==> src/fault_report_pkg.sv <==
package fault_report_pkg;

  // ----------------------------------------------------------------
  // Widths
  // ----------------------------------------------------------------
  localparam int ADDR_W = 20;
  localparam int DATA_W = 32;
  localparam int REG_W  = 16;
  localparam int PAR_W  = 12;

  // ----------------------------------------------------------------
  // Register indices (byte address is four times the index)
  // ----------------------------------------------------------------
  localparam logic [17:0] IDX_FAULT_CLEAR   = 18'h0f421;
  localparam logic [17:0] IDX_PARITY        = 18'h0f422;
  localparam logic [17:0] IDX_SW_SUPPRESS   = 18'h0f423;
  localparam logic [17:0] IDX_WD_SUPPRESS   = 18'h0f424;
  localparam logic [17:0] IDX_STACK_SUPPRESS = 18'h0f425;
  localparam logic [17:0] IDX_LOOP_SUPPRESS = 18'h0f426;
  localparam logic [17:0] IDX_FAULT_LATCH   = 18'h0f427;
  localparam logic [17:0] IDX_FAULT_SOURCE  = 18'h0f428;
  localparam logic [17:0] IDX_EVENT_STATUS  = 18'h0f42e;
  localparam logic [17:0] IDX_EVENT_ENABLE  = 18'h0f42f;

  // ----------------------------------------------------------------
  // Reset values
  // ----------------------------------------------------------------
  localparam logic [PAR_W-1:0] PARITY_RESET   = 12'h003;
  localparam logic             SUPPRESS_RESET = 1'b0;
  localparam logic [REG_W-1:0] FAULT_RESET    = 16'h0000;
  localparam logic [REG_W-1:0] ENABLE_RESET   = 16'h0000;

  // ----------------------------------------------------------------
  // Field positions: clear and suppress bits, then those shared by fault source, status and enable
  // ----------------------------------------------------------------
  localparam int POS_CLEAR       = 0;
  localparam int POS_SUPPRESS    = 0;
  localparam int POS_RATE_CONV0  = 0;
  localparam int POS_PMEM0       = 2;
  localparam int POS_DMEM0_BANK0 = 4;
  localparam int POS_DMEM1_BANK3 = 11;
  localparam int POS_WD          = 12;
  localparam int POS_STACK       = 13;
  localparam int POS_LOOP        = 14;
  localparam int POS_SOFT        = 15;

  // ----------------------------------------------------------------
  // Carriers and state
  // ----------------------------------------------------------------
  typedef struct packed {
    logic             we;
    logic [REG_W-1:0] wdata;
  } sw_write_type;

  typedef struct packed {
    logic             flag;
    logic [REG_W-1:0] source;
  } capture_state_type;

  typedef struct packed {
    logic [REG_W-1:0] status;
    logic             irq;
  } event_state_type;

  typedef struct packed {
    logic              pready;
    logic              pslverr;
    logic [DATA_W-1:0] prdata;
    logic              clear_bit;
    logic [PAR_W-1:0]  parity;
    logic              sw_fault_suppress;
    logic              wd_fault_suppress;
    logic              stack_fault_suppress;
    logic              loop_fault_suppress;
    logic [REG_W-1:0]  enable;
  } regs_state_type;

endpackage

==> src/fault_capture.sv <==
`timescale 1ns/1ps
module fault_capture
  import fault_report_pkg::*;
(
  input  logic                    pclk,
  input  logic                    presetn,
  input  logic [REG_W-1:0]        reported,
  input  logic                    clear_rise,
  output capture_state_type       cap
);

  capture_state_type next_cap;
  logic              held;

  always_comb begin
    held     = cap.flag & ~clear_rise;
    next_cap = cap;
    if (clear_rise) begin
      next_cap.flag   = 1'b0;
      next_cap.source = FAULT_RESET;
    end
    // Error in the clearing cycle is kept as the new first one
    if (!held && (|reported)) begin
      next_cap.flag   = 1'b1;
      next_cap.source = reported & (~reported + 16'h0001);
    end
  end

  always_ff @(posedge pclk or negedge presetn) begin
    if (!presetn) begin
      cap <= '0;
    end else begin
      cap <= next_cap;
    end
  end

endmodule

==> src/event_status.sv <==
`timescale 1ns/1ps
module event_status
  import fault_report_pkg::*;
(
  input  logic                    pclk,
  input  logic                    presetn,
  input  logic [REG_W-1:0]        events,
  input  logic [REG_W-1:0]        enable,
  input  sw_write_type            w1c,
  output event_state_type         evt
);

  event_state_type  next_evt;
  logic [REG_W-1:0] cleared;

  always_comb begin
    cleared         = w1c.we ? w1c.wdata : 16'h0000;
    next_evt        = evt;
    // Set wins over a clear in the same cycle
    next_evt.status = (evt.status & ~cleared) | events;
    next_evt.irq    = |(next_evt.status & enable);
  end

  always_ff @(posedge pclk or negedge presetn) begin
    if (!presetn) begin
      evt <= '0;
    end else begin
      evt <= next_evt;
    end
  end

endmodule

==> src/fault_report_manager.sv <==
// Decided for this implementation: register access over APB.
`timescale 1ns/1ps
// How it works
// - Parity bits 6..4 suppress data memory 0 banks 2..0 when one, report them when zero.
// - Parity bits 3 and 2 suppress program memories 1 and 0 when one, report them when zero.
// - Parity bits 1 and 0 cover rate converters 1 and 0 and come out of reset set.
// - Bit 0 of the software suppress register hides software faults and resets to zero.
// - Bit 0 of the watchdog suppress register hides watchdog faults and resets to zero.
// - Bit 0 of the stack suppress register hides stack faults and resets to zero.
// - Bit 0 of the loop suppress register hides loop overrun faults and resets to zero.
// - Any unsuppressed fault raises the master flag in the latch register.
// - The master flag stays high until a clear, and resets low.
// - Only the first reported fault is captured; later ones leave the source alone.
// - Source bits 15..12 mean software, loop, stack and watchdog faults.
// - A clear empties the source and re-arms capture of a new first fault.
// - The clear happens only on a zero-to-one change of clear bit 0.
// - Parity bits 11..7 cover data memory 1 banks 3..0 and data memory 0 bank 3.
// - Source bits 11..0 follow the same layout as the parity bits.
module fault_report_manager
  import fault_report_pkg::*;
(
  input  logic              pclk,
  input  logic              presetn,
  input  logic              psel,
  input  logic              penable,
  input  logic              pwrite,
  input  logic [ADDR_W-1:0] paddr,
  input  logic [DATA_W-1:0] pwdata,
  output logic [DATA_W-1:0] prdata,
  output logic              pready,
  output logic              pslverr,
  input  logic [REG_W-1:0]  fault_report,
  output logic              fault_flag,
  output logic              irq
);

  // ----------------------------------------------------------------
  // Declarations
  // ----------------------------------------------------------------
  regs_state_type    st;
  regs_state_type    next_st;
  capture_state_type cap;
  event_state_type   evt;
  sw_write_type      status_w1c;
  logic [17:0]       idx;
  logic              access;
  logic              wr;
  logic              mapped;
  logic              wr_clear;
  logic              clear_rise;
  logic [REG_W-1:0]  suppress;
  logic [REG_W-1:0]  unsup;
  logic [DATA_W-1:0] rd_value;

  assign idx    = paddr[19:2];
  assign access = psel & penable;
  assign wr     = access & st.pready & pwrite;

  // ----------------------------------------------------------------
  // Suppression vector, one bit per fault source
  // ----------------------------------------------------------------
  always_comb begin
    suppress                  = 16'h0000;
    suppress[PAR_W-1:0]       = st.parity;
    suppress[POS_WD]          = st.wd_fault_suppress;
    suppress[POS_STACK]       = st.stack_fault_suppress;
    suppress[POS_LOOP]        = st.loop_fault_suppress;
    suppress[POS_SOFT]        = st.sw_fault_suppress;
  end

  assign unsup = fault_report & ~suppress;

  // ----------------------------------------------------------------
  // Address decode and read mux
  // ----------------------------------------------------------------
  always_comb begin
    mapped   = 1'b1;
    rd_value = 32'h0000_0000;
    case (idx)
      IDX_FAULT_CLEAR:    rd_value[POS_CLEAR]    = st.clear_bit;
      IDX_PARITY:         rd_value[PAR_W-1:0]    = st.parity;
      IDX_SW_SUPPRESS:    rd_value[POS_SUPPRESS] = st.sw_fault_suppress;
      IDX_WD_SUPPRESS:    rd_value[POS_SUPPRESS] = st.wd_fault_suppress;
      IDX_STACK_SUPPRESS: rd_value[POS_SUPPRESS] = st.stack_fault_suppress;
      IDX_LOOP_SUPPRESS:  rd_value[POS_SUPPRESS] = st.loop_fault_suppress;
      IDX_FAULT_LATCH:    rd_value[POS_CLEAR]    = cap.flag;
      IDX_FAULT_SOURCE:   rd_value[REG_W-1:0]    = cap.source;
      IDX_EVENT_STATUS:   rd_value[REG_W-1:0]    = evt.status;
      IDX_EVENT_ENABLE:   rd_value[REG_W-1:0]    = st.enable;
      default:            mapped                 = 1'b0;
    endcase
  end

  // ----------------------------------------------------------------
  // Clear edge and status write-one-to-clear
  // ----------------------------------------------------------------
  assign wr_clear   = wr & mapped & (idx == IDX_FAULT_CLEAR);
  // Writing one over a one is no edge, so nothing is cleared
  assign clear_rise = wr_clear & pwdata[POS_CLEAR] & ~st.clear_bit;

  assign status_w1c.we    = wr & (idx == IDX_EVENT_STATUS);
  assign status_w1c.wdata = pwdata[REG_W-1:0];

  // ----------------------------------------------------------------
  // APB slave and register file
  // ----------------------------------------------------------------
  // One wait state: answer data is sampled one cycle before the
  // completing edge, so a fault landing in between shows next read.
  always_comb begin
    next_st         = st;
    next_st.pready  = 1'b0;
    next_st.pslverr = 1'b0;
    if (access && !st.pready) begin
      next_st.pready  = 1'b1;
      next_st.pslverr = ~mapped;
      next_st.prdata  = pwrite ? 32'h0000_0000 : rd_value;
    end
    if (wr && mapped) begin
      case (idx)
        IDX_FAULT_CLEAR:    next_st.clear_bit            = pwdata[POS_CLEAR];
        IDX_PARITY:         next_st.parity               = pwdata[PAR_W-1:0];
        IDX_SW_SUPPRESS:    next_st.sw_fault_suppress    = pwdata[POS_SUPPRESS];
        IDX_WD_SUPPRESS:    next_st.wd_fault_suppress    = pwdata[POS_SUPPRESS];
        IDX_STACK_SUPPRESS: next_st.stack_fault_suppress = pwdata[POS_SUPPRESS];
        IDX_LOOP_SUPPRESS:  next_st.loop_fault_suppress  = pwdata[POS_SUPPRESS];
        IDX_EVENT_ENABLE:   next_st.enable               = pwdata[REG_W-1:0];
        default:            next_st.enable               = st.enable;
      endcase
    end
  end

  always_ff @(posedge pclk or negedge presetn) begin
    if (!presetn) begin
      st                      <= '0;
      st.parity               <= PARITY_RESET;
      st.sw_fault_suppress    <= SUPPRESS_RESET;
      st.wd_fault_suppress    <= SUPPRESS_RESET;
      st.stack_fault_suppress <= SUPPRESS_RESET;
      st.loop_fault_suppress  <= SUPPRESS_RESET;
      st.enable               <= ENABLE_RESET;
    end else begin
      st <= next_st;
    end
  end

  // ----------------------------------------------------------------
  // First-fault capture and event status
  // ----------------------------------------------------------------
  fault_capture u_capture (
    .pclk       (pclk),
    .presetn    (presetn),
    .reported   (unsup),
    .clear_rise (clear_rise),
    .cap        (cap)
  );

  event_status u_events (
    .pclk    (pclk),
    .presetn (presetn),
    .events  (unsup),
    .enable  (st.enable),
    .w1c     (status_w1c),
    .evt     (evt)
  );

  assign prdata     = st.prdata;
  assign pready     = st.pready;
  assign pslverr    = st.pslverr;
  assign fault_flag = cap.flag;
  assign irq        = evt.irq;
endmodule

==> config.mk <==
export PLATFORM = sky130hd
export DESIGN_NAME = fault_report_manager
export DESIGN_NICKNAME = d
export VERILOG_FILES = /design/src/fault_report_pkg.sv /design/src/fault_capture.sv /design/src/event_status.sv /design/src/fault_report_manager.sv
export SDC_FILE = /design/constraint.sdc
export NUM_CORES = 1
export LEC_CHECK = 0
export BUFFER_PORTS_ARGS = -buffer_cell sky130_fd_sc_hd__buf_2
export CAP_MARGIN = 20
export CORE_ASPECT_RATIO = 0.8
export CORE_UTILIZATION = 54
export DETAILED_ROUTE_END_ITERATION = 10
export GPL_ROUTABILITY_DRIVEN = 0
export GPL_TIMING_DRIVEN = 0
export MAX_ROUTING_LAYER = met4
export PLACE_DENSITY_LB_ADDON = 0.1
export SKIP_CTS_REPAIR_TIMING = 1
export SLEW_MARGIN = 20
export SYNTH_ARGS = -nofsm -noshare
export SYNTH_HDL_FRONTEND = slang
export SYNTH_SLANG_ARGS = --single-unit
==> constraint.sdc <==
create_clock -name pclk -period 3.1 [get_ports pclk]
set_clock_uncertainty 0.1 [all_clocks]
set_input_delay 0.31 -clock pclk [delete_from_list [all_inputs] [get_ports pclk]]
set_output_delay 0.31 -clock pclk [all_outputs]
set_load 0.02 [all_outputs]
==> summary.txt, run 1 <==
Logic synthesis
  – Cells taking the most area after synthesis: sky130_fd_sc_hd__dfrtp_1, sky130_fd_sc_hd__mux2_2, sky130_fd_sc_hd__buf_4, sky130_fd_sc_hd__nor2b_1, sky130_fd_sc_hd__o21ai_0
  – Portion of synthesized cell area occupied by the leading cell type: 0.459
  – Number of distinct standard cells referenced by the synthesized netlist: 50
  – Number of enable flip-flop cells after synthesis: 0
  – Leading register cell type out of synthesis: sky130_fd_sc_hd__dfrtp_1
  – Register bit count reported by yosys: between 80 and 90
  – Dominant cell type by area after synthesis: sky130_fd_sc_hd__dfrtp_1
  – Complex-gate fraction of the synthesized area: 0.184
  – Synthesized-area fraction occupied by and/or/nand/nor cells: 0.181
  – Warnings from Yosys: 0
  – Sequential fraction of the synthesis area: 0.471
  – Combinational family with the most area after synthesis: compound AO/OA/AOI/OAI gates
  – Post-Synthesis Cells: ~450
  – Post-synth ARST share: 1.00
  – Area share of fa/ha/maj cells after synthesis: 0
  – Post-Synthesis Mean Instance Area: between 10 and 15 um^2
  – Multiplexer share of the synthesized area: 0.0843
  – Mapped Area: 4530 um^2
  – Synthesized-area fraction occupied by xor and xnor cells: 0

Power and ir drop
  – P_int: about 1.7 mW
  – Switching part of the total power: 0.239
  – Fraction of power consumed by the clock network: 0.411
  – Total Power Consumption: about 2.2 mW
  – Switch Pwr: around 530 uW
  – Sequential cell fraction of total power: 0.505
  – Static leakage: about 2.5 nW
  – Combinational share of power: 0.084
  – Power density over the cells: 413 nW/um^2
  – Maximum vdd drop: roughly 0.30 mV

Worst hold path
  – Min-delay worst type: in2reg

Cells and area
  – Final design utilization: 0.665
  – Commonest cells after routing, fill and taps aside: sky130_fd_sc_hd__dfrtp_1, sky130_fd_sc_hd__buf_2, sky130_fd_sc_hd__nand2_1
  – Area added between synthesis and finish: 17.9%
  – Most common cell after layout, fill and taps aside: sky130_fd_sc_hd__dfrtp_1
  – Share of cells above drive strength 1: 0.320
  – Layout Nets: slightly above 600
  – Antenna diode instance count: 0

STA
  – Final Setup Violations: 0
  – Normalized max-slew margin: 0.476
  – RSZ-0062 raised after global routing: no
  – Final number of max-transition violations: 0
  – Worst slew pin tran: between 0.7 and 0.8 ns
  – Maximum clock frequency: roughly 370 MHz
  – Setup TNS after final layout: 0 ns
  – Clock period minus worst slack: ~2.7 ns
  – Final number of hold-violating endpoints: 0
  – Final worst-path setup slack: approximately 0.37 ns
  – Final Cycle Share: 0.881

Clock tree
  – Total clock buffers created by CTS: 9
  – Root cell of the clock tree: sky130_fd_sc_hd__clkbuf_8
  – TritonCTS clock tree: done
  – CTS clock-pin slew for the worst setup and hold paths: approximately 0.080 ns
  – Maximum clock path buffer count: 2
  – Insertion delay of the later-clocked pin in the worst-skew pair: 0.37 ns
  – Number of levels in the clock H-tree: 3
  – Clock net sink count: 85

Die
  – Core area: between 8000 and 9000 um^2
  – IO Count: 109
  – Standard-cell rows: 29
  – Chip Height: ~84 um
  – Horizontal die dimension: 104 um
  – Initial core utilization: 0.564
  – Area of the die: a little under 9000 um^2

Global routing
  – Wire length of the first global-routing pass: around 19000 um
  – Global-route usage over all layers: 0.294
  – Met2 usage: 0.423
  – Busiest layer in global routing: met2
  – Via count of the first global-routing pass: 3698
  – GR met3 Demand/Resource: 0.0913
  – Met1 Usage GRT: 0.398
  – Pin count of the biggest net entering global routing: 58
  – Leftover overflow at the end of global routing: 0
  – Number of antenna violations at the first check in global routing: 0

Routing
  – TritonRoute pass-1 iters: 5
  – Number of vias after detailed routing: 3849
  – Total routed wirelength: 11700 um
  – DRT iter0 DRCs: just over 400
  – Remaining antenna violation count: 0
  – Wire length per cell: ~18 um
  – Via-per-instance ratio: a little under 6
  – DRC Markers: 0

Setup path
  – Required time of the critical path: 3.28 ns
  – Category of the worst setup path capture point: flop
  – Critical Path Source Type: primary input
  – Worst Path Arrival: between 2 and 3 ns
  – Largest fanout on the critical path: 10
  – Crit path kind: in2reg

Place
  – Worst setup timing slack at the placement stage: around 0.11 ns
  – PortBufs: between 60 and 70
  – Half-perimeter wire length after placement: 8670 um

Flow run
  – Number of maximum-capacitance constraint violations: 0

Outcome
  – Result of the run: finished, final reports clean
layout make-up:
cell class	count	area (um^2)
multi-input cells	316	2090
fillers	680	2680
plain buffers	51	329
clock buffers	11	151
clock inverters	5	82.6
flip-flops and latches	85	2130
repair buffers	71	385
inverters	8	30.0
well taps	108	135
registers in the layout (all words and copies together), names as in the netlist:
register       cells
pslverr            1
u_capture.cap     17
pready             1
prdata            16
u_events.evt      17
st                33
cells by family (layout without fill, tap and decap cells):
kind of cell           after synthesis  count (layout)
flip-flops                          85              85
multiplexers                        34              34
other                                1              16
AND/OR/NAND/NOR                    149             149
buffers and inverters               59             146
AO/OA/AOI/OAI                      117             117
power groups by stage:
| stage | clock network, mW | logic [mW] | registers [mW] |
|---|---|---|---|
| after floorplan | 0 | 0.0942 | 1.14 |
| after detailed placement | 0 | 0.182 | 1.13 |
| final | 0.905 | 0.186 | 1.11 |
| after global routing | 0.967 | 0.203 | 1.11 |
| after CTS | 0.920 | 0.183 | 1.11 |
| after global placement | 0 | 0.175 | 1.13 |
worst max-delay path, stage by stage:
cell and delay, ns:
sky130_fd_sc_hd__buf_2 0.09, sky130_fd_sc_hd__nor4b_1 0.37, sky130_fd_sc_hd__nand4_1 0.27, sky130_fd_sc_hd__buf_2 0.29, sky130_fd_sc_hd__nor2_1 0.54, sky130_fd_sc_hd__clkbuf_1 0.54, sky130_fd_sc_hd__a222oi_1 0.23, sky130_fd_sc_hd__o21ai_0 0.25
stage by stage:
stage | instance area (um^2) | hold slack (ns) | instances
2_1_floorplan | 4580 | -0.0856 | 460
3_3_place_gp | 5060 | 0.365 | 637
3_5_place_dp | 5090 | 0.162 | 638
4_1_cts | 5330 | -0.246 | 654
5_1_grt | 5340 | 0.0786 | 655
6_report | 5340 | 0.0844 | 655
synth_stat cells, types with 2 or more instances:
master                     instances
sky130_fd_sc_hd__buf_2             5
sky130_fd_sc_hd__nand4_1           9
sky130_fd_sc_hd__mux2_1            3
sky130_fd_sc_hd__or3_1             5
sky130_fd_sc_hd__a32o_1            3
sky130_fd_sc_hd__o21ai_0          35
sky130_fd_sc_hd__nand2b_1          2
sky130_fd_sc_hd__a22o_1            6
sky130_fd_sc_hd__nand3b_1          2
sky130_fd_sc_hd__nor3_2            2
sky130_fd_sc_hd__dfrtp_1          83
sky130_fd_sc_hd__a31oi_1           2
sky130_fd_sc_hd__a32o_2            8
sky130_fd_sc_hd__a21oi_1           6
sky130_fd_sc_hd__mux2_2           30
sky130_fd_sc_hd__inv_1             7
sky130_fd_sc_hd__o21ai_1          11
sky130_fd_sc_hd__a41oi_1           2
sky130_fd_sc_hd__and4_1            2
sky130_fd_sc_hd__nand2_1          44
sky130_fd_sc_hd__clkbuf_1         12
sky130_fd_sc_hd__a222oi_1          4
sky130_fd_sc_hd__a21o_1           10
sky130_fd_sc_hd__a221oi_1         13
sky130_fd_sc_hd__nor2b_1          31
sky130_fd_sc_hd__nor4b_1           2
sky130_fd_sc_hd__a22oi_1          12
sky130_fd_sc_hd__nor4_4            2
sky130_fd_sc_hd__nor3_1            6
sky130_fd_sc_hd__nor4b_2           2
sky130_fd_sc_hd__nand3_1           7
sky130_fd_sc_hd__buf_4            32
sky130_fd_sc_hd__dfstp_2           2
sky130_fd_sc_hd__nor2_1           27
path summary, 6_finish.rpt:
| kind | from | end | slack, ns | cells past startpoint |
|---|---|---|---|---|
| worst max-delay path | paddr[19] | prdata[14]$_DFFE_PN0P_ | 0.37 | 8 |
| worst min-delay path | pwdata[3] | u_events.evt[4]$_DFF_PN0_ | 0.08 | 2 |
| min in group asynchronous | presetn | u_capture.cap[0]$_DFFE_PN0P_ | 0.30 | 2 |
| max in group asynchronous | presetn | prdata[2]$_DFFE_PN0P_ | 1.99 | 3 |
| worst max register to register | st[20]$_DFFE_PN1P_ | u_capture.cap[12]$_DFFE_PN0P_ | 0.44 | 7 |
| worst min register to register | prdata[1]$_DFFE_PN0P_ | prdata[1]$_DFFE_PN0P_ | 0.39 | 2 |
per-layer routing:
layer  vias to the layer above  share of wire
met5                         -              0
met4                         0          0.017
met1                      1869           0.45
met2                       171           0.44
met3                        20          0.099
li1                       1789              -
Power figures use the tool's default switching activity.
==> inputs of run 2 (changes only) <==
--- a/config.mk
+++ b/config.mk
@@ -7,7 +7,6 @@
 export LEC_CHECK = 0
 export BUFFER_PORTS_ARGS = -buffer_cell sky130_fd_sc_hd__buf_2
 export CAP_MARGIN = 20
-export CORE_ASPECT_RATIO = 0.8
 export CORE_UTILIZATION = 54
 export DETAILED_ROUTE_END_ITERATION = 10
 export GPL_ROUTABILITY_DRIVEN = 0
@@ -15,7 +14,6 @@
 export MAX_ROUTING_LAYER = met4
 export PLACE_DENSITY_LB_ADDON = 0.1
 export SKIP_CTS_REPAIR_TIMING = 1
-export SLEW_MARGIN = 20
 export SYNTH_ARGS = -nofsm -noshare
 export SYNTH_HDL_FRONTEND = slang
 export SYNTH_SLANG_ARGS = --single-unit
==> run 2 against run 1 <==
  * Core utilization fell by 1.7 points
  * Register-to-register slack improved by 0.07 ns
  * Power fell by 2.7%
==> summary.txt, run 2 (same netlist as run 1, synthesis figures left out) <==
Setup path
  – Critical-path cell list: buf_2, nor4b_1, nand4_1, buf_2, nor2_1, clkbuf_1, a221oi_1, o21ai_1
  – Critical Path Source Type: primary input
  – Category of the worst setup path capture point: flop
  – Slowest cell on the critical path: sky130_fd_sc_hd__nor2_1
  – Slack of the worst reg-to-reg path: 0.51 ns
  – Critical Path Most Common Cell: sky130_fd_sc_hd__buf_2
  – Worst Path Arrival: slightly below 3 ns
  – Crit path kind: in2reg
  – RR Endpoint: u_capture.cap[13]$_DFFE_PN0P_
  – Reg-to-reg critical path startpoint: st[21]$_DFFE_PN1P_
  – Highest cell delay on the worst timing path: between 0.5 and 0.6 ns
  – Largest fanout on the critical path: 10
  – CP Launch Point: paddr[19]
  – Required time of the critical path: between 3 and 4 ns
  – Worst reg-to-reg path cell count: 7
  – Capture point of the critical path: prdata[6]$_DFFE_PN0P_

Die
  – Area of the die: 8750 um^2
  – IO Count: between 100 and 150
  – Chip Height: 93.5 um
  – Horizontal die dimension: 93.5 um
  – Initial core utilization: 0.554
  – Core area: 8180 um^2
  – Standard-cell rows: 33

Place
  – PortBufs: roughly 70
  – Placed instance count: around 640
  – Worst setup timing slack at the placement stage: 0.132 ns
  – Half-perimeter wire length after placement: 8430 um
  – Area after detailed placement: roughly 5100 um^2

Global routing
  – Leftover overflow at the end of global routing: 0
  – GR met3 Demand/Resource: 0.0366
  – Number of antenna violations at the first check in global routing: 0
  – Via count of the first global-routing pass: around 3500
  – Busiest layer in global routing: met2
  – Pin count of the biggest net entering global routing: 70
  – Global-route usage over all layers: 0.293
  – Met1 Usage GRT: 0.417
  – Met2 usage: 0.430
  – Wire length of the first global-routing pass: about 18000 um

Clock tree
  – Clock net sink count: 85
  – Number of levels in the clock H-tree: 3
  – Root cell of the clock tree: sky130_fd_sc_hd__clkbuf_8
  – Insertion delay of the later-clocked pin in the worst-skew pair: roughly 0.36 ns
  – CTS clock-pin slew for the worst setup and hold paths: approximately 0.080 ns
  – Total clock buffers created by CTS: 9
  – TritonCTS clock tree: done
  – Maximum clock path buffer count: 2

Routing
  – DRC Markers: 0
  – Remaining antenna violation count: 0
  – TritonRoute pass-1 iters: 6
  – Via-per-instance ratio: approximately 6.0
  – Number of vias after detailed routing: ~3900
  – DRT iter0 DRCs: roughly 410
  – Total routed wirelength: about 12000 um
  – Wire length per cell: around 18 um

STA
  – Normalized max-slew margin: 0.446
  – Final number of max-transition violations: 0
  – RSZ-0062 raised after global routing: no
  – Setup TNS after final layout: 0 ns
  – Clock period minus worst slack: about 2.7 ns
  – Maximum clock frequency: between 300 and 400 MHz
  – Final Setup Violations: 0
  – Final worst-path setup slack: between 0.3 and 0.4 ns
  – WHS: between 0.09 and 0.1 ns
  – Final number of hold-violating endpoints: 0
  – Worst slew pin tran: ~0.83 ns
  – Final Cycle Share: 0.884

Cells and area
  – Most common cell after layout, fill and taps aside: sky130_fd_sc_hd__dfrtp_1
  – Layout Nets: a little over 600
  – Design Area, Final: 5300 um^2
  – Biggest register: st
  – Final design utilization: 0.649
  – Commonest cells after routing, fill and taps aside: sky130_fd_sc_hd__dfrtp_1, sky130_fd_sc_hd__buf_2, sky130_fd_sc_hd__nand2_1
  – Largest registers: st: 33 flops, u_capture.cap: 17 flops, u_events.evt: 17 flops
  – Antenna diode instance count: 0
  – Share of cells above drive strength 1: 0.315
  – Area added between synthesis and finish: 17.2%
  – Max reg flops: 33
  – Filler-free cell count of the finished design: ~650

Worst hold path
  – Worst hold path cell count: 2
  – Min-delay worst type: in2reg
  – Start point of the worst min-delay path: pwdata[1]

Power and ir drop
  – Static leakage: approximately 2.5 nW
  – Maximum vdd drop: about 0.23 mV
  – Power density over the cells: ~400 nW/um^2
  – Total Power Consumption: around 2.1 mW

Outcome
  – Result of the run: finished, final reports clean

Flow run
  – Number of maximum-capacitance constraint violations: 0
==> run 2: how the worst min path moves through the flow <==
stage                     slack (ns)                   endpoint
after CTS                      -0.29      prdata[5]$_DFFE_PN0P_
after floorplan                -0.09      prdata[0]$_DFFE_PN0P_
final                           0.09  u_events.evt[2]$_DFF_PN0_
after global routing            0.09  u_events.evt[4]$_DFF_PN0_
after global placement          0.36     prdata[11]$_DFFE_PN0P_
after detailed placement        0.10      prdata[5]$_DFFE_PN0P_
==> run 2: routing by layer <==
layer	wire length [um]	share of wire
met1	5190	0.44
met2	5340	0.46
met5	0	0
met4	248	0.021
met3	953	0.081
==> run 2: layout make-up <==
class | count | area [um^2]
multi-input combinational | 316 | 2090
timing repair buffer | 71 | 385
clock inverter | 4 | 73.8
inverter | 8 | 30.0
clock buffer | 11 | 131
tap | 105 | 131
buffer | 51 | 329
fill | 690 | 2870
sequential | 85 | 2130
==> run 2: where the power goes <==
group          switching [mW]  leakage, nW  total (mW)  internal [mW]
Combinational           0.120         1.28       0.186         0.0662
Clock                   0.395        0.103       0.846          0.450
Sequential            0.00172         1.09        1.11           1.11
Total                   0.517         2.47        2.14           1.63
==> run 2: critical path: cells and delay by family <==
kind | cells | cell delay [ns]
and+or+nand+nor | 3 | 1.22
buffers and inverters | 3 | 0.94
AOI/OAI and AO/OA | 2 | 0.45
